$ cat src/inc/commit_alarm_pkg.sv
// constants for the parameter commit and alarm register block
// assumes a frame parser upstream that hands over one register word at a time
package commit_alarm_pkg;

   // register addresses
   localparam logic [15:0] REF_ADDR = 16'h0001;
   localparam logic [15:0] ALARM_ADDR = 16'h007f;
   localparam logic [15:0] PARAM_BASE_ADDR = 16'h0100;
   localparam logic [15:0] COMMIT_NV_ADDR = 16'h0900;
   localparam logic [15:0] COMMIT_RAM_ADDR = 16'h0910;

   // value that fires a commit
   localparam logic [15:0] COMMIT_TRIGGER_VALUE = 16'h0000;

   // alarm codes
   localparam logic [15:0] ALARM_NONE = 16'h0000;
   localparam logic [15:0] ALARM_EXT_FAULT_FIRST = 16'h0009;
   localparam logic [15:0] ALARM_EXT_FAULT_LAST = 16'h000e;
   localparam logic [15:0] ALARM_LINK_TX_ERR = 16'h0016;
   localparam logic [15:0] ALARM_LINK_TX_ERR_ALT = 16'h001d;
   localparam logic [15:0] ALARM_FAN_SERVICE = 16'h0035;
   localparam logic [15:0] ALARM_CAP_SERVICE = 16'h0036;
   localparam int EXT_FAULT_COUNT = 6;

   // answer codes
   localparam logic [7:0] ERR_NONE = 8'h00;
   localparam logic [7:0] ERR_REG_NUMBER = 8'h02;
   localparam logic [7:0] ERR_DATA_SETTING = 8'h21;
   localparam logic [7:0] ERR_WRITE_MODE = 8'h22;

   // commit mode setting
   localparam logic MODE_DEFERRED = 1'b0;
   localparam logic MODE_IMMEDIATE = 1'b1;

   // parameter limits and reset values
   localparam logic [15:0] PARAM_MIN_VALUE = 16'h0000;
   localparam logic [15:0] PARAM_MAX_VALUE = 16'h7fff;
   localparam logic [15:0] PARAM_RESET_VALUE = 16'h0000;
   localparam logic [15:0] REF_RESET_VALUE = 16'h0000;

   // non-volatile store endurance
   localparam int NV_ENDURANCE_CYCLES = 100000;
   localparam int NV_COUNT_WIDTH = 17;

endpackage : commit_alarm_pkg

$ cat src/verilog/parameter_commit_alarm_regs.sv
// register side of a drive's serial slave: alarm code, commit registers,
// deferred or immediate parameter activation with range checks
// assumes one decoded register word per REQ_VALID_I, message framed by
// REQ_FIRST_I/REQ_LAST_I, all inputs synchronous to REF_CLK_I
`timescale 1ns/1ps

module parameter_commit_alarm_regs
   import commit_alarm_pkg::*;
#(
   parameter int NUM_PARAMS = 4,
   parameter bit USE_ALT_TX_CODE = 1'b0
) (
   input wire logic REF_CLK_I,
   input wire logic RST_I,
   input wire logic REQ_VALID_I,
   input wire logic REQ_WRITE_I,
   input wire logic REQ_BCAST_I,
   input wire logic REQ_FIRST_I,
   input wire logic REQ_LAST_I,
   input wire logic [15:0] REQ_ADDR_I,
   input wire logic [15:0] REQ_DATA_I,
   input wire logic COMMIT_MODE_SELECT_I,
   input wire logic [EXT_FAULT_COUNT-1:0] EXT_FAULT_I,
   input wire logic LINK_TX_ERROR_I,
   input wire logic FAN_SERVICE_DUE_I,
   input wire logic CAPACITOR_SERVICE_DUE_I,
   output logic RSP_VALID_O,
   output logic RSP_ERROR_O,
   output logic [7:0] RSP_CODE_O,
   output logic [15:0] RSP_DATA_O,
   output logic [15:0] ALARM_CODE_O,
   output logic [15:0] REFERENCE_O,
   output logic NV_STORE_O,
   output logic NV_WEAR_LIMIT_O,
   output logic [16*NUM_PARAMS-1:0] ACTIVE_PARAMS_O,
   output logic [16*NUM_PARAMS-1:0] NV_PARAMS_O
);

   localparam int IW = (NUM_PARAMS > 1) ? $clog2(NUM_PARAMS) : 1;

   ////////////////////////////////////////////////////////////////////////
   // state

   logic [15:0] active_reg [NUM_PARAMS];
   logic [15:0] pending_reg [NUM_PARAMS];
   logic [15:0] trial_reg [NUM_PARAMS];
   logic [15:0] nv_reg [NUM_PARAMS];
   logic [15:0] trial_next [NUM_PARAMS];
   logic [15:0] alarm_reg;
   logic [15:0] reference_reg;
   logic [7:0] msg_code_reg;
   logic rsp_valid_reg;
   logic rsp_error_reg;
   logic [7:0] rsp_code_reg;
   logic [15:0] rsp_data_reg;
   logic nv_store_reg;
   logic [NV_COUNT_WIDTH-1:0] nv_count_reg;
   logic nv_wear_reg;
   logic [16*NUM_PARAMS-1:0] pending_flat;

   ////////////////////////////////////////////////////////////////////////
   // alarm encoding

   // lowest terminal wins so the first fault in the chain is reported
   function automatic logic [15:0] alarm_encode(
      input logic [EXT_FAULT_COUNT-1:0] ext,
      input logic tx_err,
      input logic fan,
      input logic cap
   );
      logic [15:0] code;
      code = ALARM_NONE;
      if (cap) begin
         code = ALARM_CAP_SERVICE;
      end
      if (fan) begin
         code = ALARM_FAN_SERVICE;
      end
      if (tx_err) begin
         code = USE_ALT_TX_CODE ? ALARM_LINK_TX_ERR_ALT :
                ALARM_LINK_TX_ERR;
      end
      for (int i = EXT_FAULT_COUNT - 1; i >= 0; i--) begin
         if (ext[i]) begin
            code = ALARM_EXT_FAULT_FIRST + 16'(i);
         end
      end
      return code;
   endfunction : alarm_encode

   wire logic [15:0] alarm_next = alarm_encode(EXT_FAULT_I, LINK_TX_ERROR_I,
      FAN_SERVICE_DUE_I, CAPACITOR_SERVICE_DUE_I);

   ////////////////////////////////////////////////////////////////////////
   // address decode

   wire logic [15:0] addr_off = REQ_ADDR_I - PARAM_BASE_ADDR;
   wire logic hit_alarm = (REQ_ADDR_I == ALARM_ADDR);
   wire logic hit_ref = (REQ_ADDR_I == REF_ADDR);
   wire logic hit_nv = (REQ_ADDR_I == COMMIT_NV_ADDR);
   wire logic hit_ram = (REQ_ADDR_I == COMMIT_RAM_ADDR);
   wire logic hit_param = (REQ_ADDR_I >= PARAM_BASE_ADDR) &&
                          (addr_off < 16'(NUM_PARAMS));
   wire logic [IW-1:0] idx = addr_off[IW-1:0];
   // parameters are paired low/high; the partner must stay on its side
   wire logic [IW-1:0] partner = idx ^ IW'(1);
   wire logic has_partner = (32'(partner) < NUM_PARAMS);
   wire logic mode_imm = (COMMIT_MODE_SELECT_I == MODE_IMMEDIATE);

   wire logic wr = REQ_VALID_I && REQ_WRITE_I;
   wire logic rd = REQ_VALID_I && !REQ_WRITE_I;
   wire logic trigger = (REQ_DATA_I == COMMIT_TRIGGER_VALUE);
   wire logic commit_nv = wr && hit_nv && trigger && !REQ_BCAST_I;
   wire logic commit_ram = wr && hit_ram && trigger && !REQ_BCAST_I;
   wire logic ref_write = wr && hit_ref;

   ////////////////////////////////////////////////////////////////////////
   // range checks

   wire logic in_limits = (REQ_DATA_I >= PARAM_MIN_VALUE) &&
                          (REQ_DATA_I <= PARAM_MAX_VALUE);
   wire logic [15:0] pend_partner = pending_reg[partner];
   // low member must not exceed high member and the other way round
   wire logic related_ok = !has_partner ||
      (idx[0] ? (REQ_DATA_I >= pend_partner) :
                (REQ_DATA_I <= pend_partner));
   wire logic param_ok = in_limits && (mode_imm || related_ok);
   wire logic param_wr = wr && hit_param && !REQ_BCAST_I;
   wire logic defer_store = param_wr && !mode_imm && param_ok;

   ////////////////////////////////////////////////////////////////////////
   // per-word answer code

   wire logic [7:0] read_code =
      (hit_alarm || hit_ref || hit_param) ? ERR_NONE :
      ERR_REG_NUMBER;
   wire logic [7:0] write_code =
      hit_ref ? ERR_NONE :
      REQ_BCAST_I ? ERR_REG_NUMBER :
      (hit_nv || hit_ram) ? (trigger ? ERR_NONE : ERR_DATA_SETTING) :
      hit_alarm ? ERR_WRITE_MODE :
      hit_param ? ((param_ok || !mode_imm) ? ERR_NONE :
                   ERR_DATA_SETTING) :
      ERR_REG_NUMBER;
   wire logic [7:0] word_code = REQ_WRITE_I ? write_code : read_code;
   wire logic carry_err = !REQ_FIRST_I && (msg_code_reg != ERR_NONE);
   wire logic [7:0] code_now = carry_err ? msg_code_reg : word_code;
   wire logic imm_commit = wr && mode_imm && REQ_LAST_I &&
                           (code_now == ERR_NONE);
   wire logic answer = REQ_VALID_I && REQ_LAST_I && !REQ_BCAST_I;
   wire logic [15:0] read_value =
      hit_alarm ? alarm_reg :
      hit_ref ? reference_reg :
      hit_param ? active_reg[idx] :
      16'h0000;

   ////////////////////////////////////////////////////////////////////////
   // trial copy for immediate mode: a message builds on the active set

   always_comb begin
      for (int i = 0; i < NUM_PARAMS; i++) begin
         trial_next[i] = REQ_FIRST_I ? active_reg[i] : trial_reg[i];
      end
      if (param_wr && mode_imm && param_ok) begin
         trial_next[idx] = REQ_DATA_I;
         if (has_partner && (idx[0] ? (REQ_DATA_I < trial_next[partner]) :
                             (REQ_DATA_I > trial_next[partner]))) begin
            trial_next[partner] = REQ_DATA_I;
         end
      end
   end

   ////////////////////////////////////////////////////////////////////////
   // parameter storage

   always_ff @(posedge REF_CLK_I) begin
      if (RST_I) begin
         for (int i = 0; i < NUM_PARAMS; i++) begin
            active_reg[i] <= PARAM_RESET_VALUE;
            pending_reg[i] <= PARAM_RESET_VALUE;
            trial_reg[i] <= PARAM_RESET_VALUE;
            nv_reg[i] <= PARAM_RESET_VALUE;
         end
      end else begin
         if (REQ_VALID_I) begin
            trial_reg <= trial_next;
         end
         if (commit_nv || commit_ram) begin
            active_reg <= pending_reg;
         end else if (imm_commit) begin
            active_reg <= trial_next;
            pending_reg <= trial_next;
         end else if (defer_store) begin
            pending_reg[idx] <= REQ_DATA_I;
         end
         if (commit_nv) begin
            nv_reg <= pending_reg;
         end
      end
   end

   ////////////////////////////////////////////////////////////////////////
   // alarm, reference, answer and wear tracking

   always_ff @(posedge REF_CLK_I) begin
      if (RST_I) begin
         alarm_reg <= ALARM_NONE;
         reference_reg <= REF_RESET_VALUE;
      end else begin
         alarm_reg <= alarm_next;
         if (ref_write) begin
            reference_reg <= REQ_DATA_I;
         end
      end
   end

   always_ff @(posedge REF_CLK_I) begin
      if (RST_I) begin
         msg_code_reg <= ERR_NONE;
         rsp_valid_reg <= 1'b0;
         rsp_error_reg <= 1'b0;
         rsp_code_reg <= ERR_NONE;
         rsp_data_reg <= 16'h0000;
      end else begin
         rsp_valid_reg <= answer;
         if (REQ_VALID_I) begin
            msg_code_reg <= code_now;
         end
         if (answer) begin
            rsp_error_reg <= (code_now != ERR_NONE);
            rsp_code_reg <= code_now;
            rsp_data_reg <= (rd && code_now == ERR_NONE) ? read_value :
                            16'h0000;
         end
      end
   end

   // saturating count only warns; the store itself is never blocked
   always_ff @(posedge REF_CLK_I) begin
      if (RST_I) begin
         nv_store_reg <= 1'b0;
         nv_count_reg <= '0;
         nv_wear_reg <= 1'b0;
      end else begin
         nv_store_reg <= commit_nv;
         if (commit_nv && !nv_wear_reg) begin
            nv_count_reg <= nv_count_reg + NV_COUNT_WIDTH'(1);
         end
         nv_wear_reg <= (nv_count_reg >= NV_COUNT_WIDTH'(NV_ENDURANCE_CYCLES));
      end
   end

   ////////////////////////////////////////////////////////////////////////
   // outputs

   generate
      for (genvar g = 0; g < NUM_PARAMS; g++) begin : g_flat
         assign ACTIVE_PARAMS_O[16*g +: 16] = active_reg[g];
         assign NV_PARAMS_O[16*g +: 16] = nv_reg[g];
         assign pending_flat[16*g +: 16] = pending_reg[g];
      end
   endgenerate

   assign RSP_VALID_O = rsp_valid_reg;
   assign RSP_ERROR_O = rsp_error_reg;
   assign RSP_CODE_O = rsp_code_reg;
   assign RSP_DATA_O = rsp_data_reg;
   assign ALARM_CODE_O = alarm_reg;
   assign REFERENCE_O = reference_reg;
   assign NV_STORE_O = nv_store_reg;
   assign NV_WEAR_LIMIT_O = nv_wear_reg;

   ////////////////////////////////////////////////////////////////////////
   // checks

   alarm_idle_zero_a: assert property (@(posedge REF_CLK_I) disable iff (RST_I)
      (EXT_FAULT_I == '0 && !LINK_TX_ERROR_I && !FAN_SERVICE_DUE_I &&
       !CAPACITOR_SERVICE_DUE_I) |=> (ALARM_CODE_O == 16'h0000))
      else $error("alarm code not zero while idle");

   ext_fault_first_a: assert property (@(posedge REF_CLK_I) disable iff (RST_I)
      EXT_FAULT_I[0] |=> (ALARM_CODE_O == 16'h0009))
      else $error("first external fault code wrong");

   ext_fault_last_a: assert property (@(posedge REF_CLK_I) disable iff (RST_I)
      (EXT_FAULT_I == 6'h20) |=> (ALARM_CODE_O == 16'h000e))
      else $error("last external fault code wrong");

   tx_error_code_a: assert property (@(posedge REF_CLK_I) disable iff (RST_I)
      (EXT_FAULT_I == '0 && LINK_TX_ERROR_I) |=>
      (ALARM_CODE_O == 16'h0016 || ALARM_CODE_O == 16'h001d))
      else $error("transmission error code wrong");

   service_codes_a: assert property (@(posedge REF_CLK_I) disable iff (RST_I)
      (EXT_FAULT_I == '0 && !LINK_TX_ERROR_I &&
       (FAN_SERVICE_DUE_I || CAPACITOR_SERVICE_DUE_I)) |=>
      (ALARM_CODE_O == ($past(FAN_SERVICE_DUE_I) ? 16'h0035 : 16'h0036)))
      else $error("service alarm code wrong");

   alarm_read_a: assert property (@(posedge REF_CLK_I) disable iff (RST_I)
      (answer && rd && hit_alarm) |=>
      (RSP_VALID_O && !RSP_ERROR_O &&
       RSP_DATA_O == $past(ALARM_CODE_O)))
      else $error("alarm read returned wrong data");

   commit_nv_a: assert property (@(posedge REF_CLK_I) disable iff (RST_I)
      commit_nv |=> (NV_STORE_O && NV_PARAMS_O == $past(pending_flat) &&
                     ACTIVE_PARAMS_O == $past(pending_flat)))
      else $error("non-volatile commit incomplete");

   commit_ram_a: assert property (@(posedge REF_CLK_I) disable iff (RST_I)
      commit_ram |=> (!NV_STORE_O && $stable(NV_PARAMS_O) &&
                      ACTIVE_PARAMS_O == $past(pending_flat)))
      else $error("ram commit wrong");

   commit_read_a: assert property (@(posedge REF_CLK_I) disable iff (RST_I)
      (answer && rd && (hit_nv || hit_ram)) |=>
      (RSP_ERROR_O && RSP_CODE_O == 8'h02))
      else $error("commit register read not refused");

   ref_apply_a: assert property (@(posedge REF_CLK_I) disable iff (RST_I)
      ref_write |=> (REFERENCE_O == $past(REQ_DATA_I)))
      else $error("reference not applied at once");

   deferred_hold_a: assert property (@(posedge REF_CLK_I) disable iff (RST_I)
      (param_wr && !mode_imm) |=> $stable(ACTIVE_PARAMS_O))
      else $error("deferred write changed active set");

   deferred_drop_a: assert property (@(posedge REF_CLK_I) disable iff (RST_I)
      (param_wr && !mode_imm && !in_limits && REQ_FIRST_I && REQ_LAST_I) |=>
      (!RSP_ERROR_O && $stable(pending_flat)))
      else $error("deferred invalid value not dropped silently");

   imm_apply_a: assert property (@(posedge REF_CLK_I) disable iff (RST_I)
      (param_wr && mode_imm && param_ok && REQ_FIRST_I && REQ_LAST_I) |=>
      (active_reg[$past(idx)] == $past(REQ_DATA_I)))
      else $error("immediate write not applied");

   imm_reject_a: assert property (@(posedge REF_CLK_I) disable iff (RST_I)
      (answer && wr && mode_imm && code_now != 8'h00) |=>
      (RSP_ERROR_O && $stable(ACTIVE_PARAMS_O)))
      else $error("immediate bad message not discarded");

   data_error_a: assert property (@(posedge REF_CLK_I) disable iff (RST_I)
      (param_wr && mode_imm && !in_limits && REQ_FIRST_I && REQ_LAST_I) |=>
      (RSP_CODE_O == 8'h21))
      else $error("range error code wrong");

endmodule : parameter_commit_alarm_regs
$ cat config.mk
export PLATFORM = sky130hd
export DESIGN_NAME = parameter_commit_alarm_regs
export DESIGN_NICKNAME = d
export VERILOG_FILES = /design/src/inc/commit_alarm_pkg.sv /design/src/verilog/parameter_commit_alarm_regs.sv
export SDC_FILE = /design/constraint.sdc
export NUM_CORES = 1
export LEC_CHECK = 0
export ABC_AREA = 0
export BUFFER_PORTS_ARGS = -buffer_cell sky130_fd_sc_hd__buf_2
export CAP_MARGIN = 5
export CORE_AREA = 2 2 230 232
export DETAILED_ROUTE_END_ITERATION = 8
export DIE_AREA = 0 0 232 234
export GPL_TIMING_DRIVEN = 0
export PLACE_DENSITY_LB_ADDON = 0.12
export SETUP_SLACK_MARGIN = 0.3
export SYNTH_ARGS = -nofsm -noshare
export SYNTH_HDL_FRONTEND = slang
export SYNTH_SLANG_ARGS = --single-unit
$ cat constraint.sdc
create_clock -name REF_CLK_I -period 6.2 [get_ports REF_CLK_I]
set_input_delay 0.62 -clock REF_CLK_I [delete_from_list [all_inputs] [get_ports REF_CLK_I]]
set_output_delay 0.62 -clock REF_CLK_I [all_outputs]
set_load 0.01 [all_outputs]
==> results.yml <==
finish:
  nets: 2307
  layout_commonest_cell: "dfxtp_1"
  drive_gt1_frac: 0.2403
  n_fill_cell: 5397
  final_cell_area_um2: 20710
  layout.cells.most_common_list: "dfxtp_1 (331), nand2_1 (252), buf_2 (242), nor2_1 (221), a21oi_1 (198)"
  area_delta_synth_final_pct: 19.16
route:
  wl_per_cell_um: 26.11
  routed.top_layer: "met4"
  first_pass_iters: 6
  routed_wl_um: 76660
  route.vias.total: 16460
  wl_met1_um: 32320
  ant_nets: 0
  avgViaCountPerCell: 5.606
  drt_iter0_markers: 1344
  route.detailed.drc: 0
  wl_met3_um: 3852
  wl_met2_um: 35570
clock_network:
  cts_tree: "built"
  cts_num_sinks: 331
  cts_made_buffers: 41
  clk_pin_slew_worst_paths_ns: 0.06
  h-tree-depth: 2
  clockBufferDepth: 3
  clock_latency_ns: 0.57
  cts_root_buffer: "clkbuf_16"
  postCtsSetupBuffers: 0
sta:
  relSlewSlack: 0.2563
  finalCritPeriodShare: 0.9174
  tightest_slew_ns: 1.116
  setup_viol: 0
  clock.fmax_mhz: 175.8
  maxSlewViolCount: 0
  finClkSkew_ns: 0.01408
  rsz0062_at_grt: "false"
  tns_ns: 0
  hold_viol_final: 0
  finalCriticalPeriod_ns: 5.688
placement:
  io_buffers: 223
  hpwlAfterDp_um: 60970
  place_area_um2: 19400
  place.gp.congestion: 0.9421
grt:
  antenna_found_initial: 0
  grt_pass1_vias: 15920
  grt_max_degree: 12
  grt_util_all_layers: 0.2768
  grt_overflow_total: 0
  grt_pass1_wl_um: 109500
floorplan:
  start_util: 0.3341
  coreArea_um2: 52020
  fp.dieW_um: 232
  num_rows: 84
  die_area_um2: 54290
  io_pins: 237
  die_y_um: 234
critical_path:
  cpPeakStageDelay_ns: 0.62
  reg2reg_depth: 13
  regToRegSetupSlack_ns: 1.82
  reg2reg_to: "trial_reg[8]$_SDFFE_PP0P_"
  crit_buf_inv: 6
  r2r-start: "ACTIVE_PARAMS_O[11]$_SDFFE_PP0P_"
  crit_fanout: 10
  worstSetupPathType: "in2reg"
  crit_family: "buffers and inverters"
  arrival_ns: 6.12
  cp-start-kind: "input port"
  crit_path_end_kind: "register"
  worstPathRequired_ns: 6.63
  worstPathCellList: "buf_2, clkbuf_1, clkbuf_2, buf_1, mux2i_1, mux4_2, ha_1, nand4_1, a2111o_1, and3_1, clkbuf_1, o22ai_2, buf_4, mux2_2, mux2i_1, nor2_1"
  worst_path_max_delay_cell: "clkbuf_1"
hold_path:
  holdCritPathClass: "in2reg"
  hold_depth: 2
  holdPathEnd: "ALARM_CODE_O[5]$_SDFF_PP0_"
  hp-start: "LINK_TX_ERROR_I"
pwr:
  net-switching-power_w: 0.001209
  p_sw_frac: 0.2503
  peakVddDrop_mv: 0.1708
  pwr-share-clk: 0.490
  internal-power_w: 0.003620
  power_frac_comb: 0.067
  power_leakage_nw: 8.261
  seqPwrFrac: 0.443
  power_density_nw_per_um2: 233.1
logic_synthesis:
  synthArstFlopShare: 0
  ys_ff_latch: 331
  syn_inst: 1949
  synth_edf_count: 0
  synthFlopType: "dfxtp_1"
  yosysSeqAreaShare: 0.3813
  syn_area_um2: 17380
  syn_avg_cell_area_um2: 8.918
  yosysWarnings: 0
  yosysUniqueCellTypes: 73
outcome:
  status: "finished, final reports clean"
job:
  max_cap_violations: 0
through the flow:
stage / util / instances / power [W] / worst slack (ns) / hold slack (ns)
final: 0.3981 / 2936 / 0.004829 / 0.5118 / 0.2558
after global routing: 0.3981 / 2935 / 0.004953 / 0.3004 / 0.2618
after CTS: 0.3978 / 2935 / 0.004857 / 0.3007 / 0.2346
after detailed placement: 0.3729 / 2869 / 0.002501 / -0.5261 / 0.4440
after global placement: 0.3727 / 2869 / 0.002498 / -0.5270 / 0.4358
after floorplan: - / 1958 / 0.002364 / 1.450 / 0.4313
synthesized netlist by cell type (9+ instances only):
cell type,number,area share
dfxtp_1,331,0.38
nand2_1,252,0.054
nor2_1,222,0.048
a21oi_1,198,0.057
mux2i_1,125,0.072
mux2_2,121,0.078
clkbuf_1,115,0.025
a211oi_1,62,0.027
mux4_2,48,0.062
inv_1,46,0.0099
nor3_1,39,0.011
ha_1,34,0.024
nand2b_1,29,0.010
o21ai_0,24,0.0069
o22ai_1,23,0.0083
nand3_1,20,0.0058
buf_2,19,0.0055
nor4_1,19,0.0068
or3_1,18,0.0065
a22oi_1,15,0.0065
nand4_1,15,0.0054
o2bb2ai_1,14,0.0071
buf_1,13,0.0028
buf_4,13,0.0056
xnor2_1,10,0.0050
a21o_1,9,0.0039
how the worst max path moves through the flow:
stage | start | end | slack, ns | depth (start not counted)
after floorplan | REQ_ADDR_I[1] | pending_flat[37]$_SDFFE_PP0P_ | 1.45 | 14
after global placement | REQ_ADDR_I[1] | pending_flat[28]$_SDFFE_PP0P_ | -0.53 | 16
after detailed placement | REQ_ADDR_I[1] | pending_flat[25]$_SDFFE_PP0P_ | -0.53 | 16
after global routing | REQ_FIRST_I | trial_reg[13]$_SDFFE_PP0P_ | 0.30 | 16
after CTS | REQ_ADDR_I[0] | pending_flat[25]$_SDFFE_PP0P_ | 0.30 | 16
final | REQ_FIRST_I | trial_reg[8]$_SDFFE_PP0P_ | 0.51 | 16
cell type report:
cell class | instances | area [µm²] | share of cell area
clock buffers | 58 | 1172 | 0.05661
clock inverters | 8 | 97.59 | 0.004712
well taps | 688 | 860.8 | 0.04156
diodes | 1 | 2.502 | 0.0001208
repair buffers | 223 | 1116 | 0.05389
flip-flops and latches | 331 | 6626 | 0.3199
multi-input cells | 1420 | 9957 | 0.4808
plain buffers | 161 | 705.7 | 0.03407
inverters | 46 | 172.7 | 0.008337
per-layer routing:
layer  vias up  GRT usage
met3       181    0.03003
li1       7502          -
met1      8133     0.3515
met2       643     0.4522
met5         -          0
met4         0     0.1705
cells by family (layout without fill, tap and decap cells):
group                      after synthesis  in the layout  share of synthesized area
other                                    1             11                  0.0002158
adders and majority gates               34             34                    0.02448
muxes                                  305            305                     0.2214
buffers and inverters                  207            496                    0.04931
and+or+nand+nor                        665            665                     0.1735
DFF                                    331            331                     0.3813
AOI/OAI and AO/OA                      393            393                     0.1433
xor gates and xnor gates                13             13                   0.006551
power groups by stage:
stage	sequential [W]	combinational (W)	clock, W
after detailed placement	0.00219	0.000315	0
after global routing	0.00214	0.000340	0.00247
after floorplan	0.00218	0.000181	0
after global placement	0.00219	0.000312	0
final	0.00214	0.000322	0.00237
after CTS	0.00214	0.000316	0.00240
timing repair:
item / CTS / global route
endpoints found under the hold margin: 0 / 0
hold buffers: 0 / 0
setup endpoints to repair: 69 / 85
resized for setup: 7 / 20
Note: power is estimated with default switching activity, not from simulation.
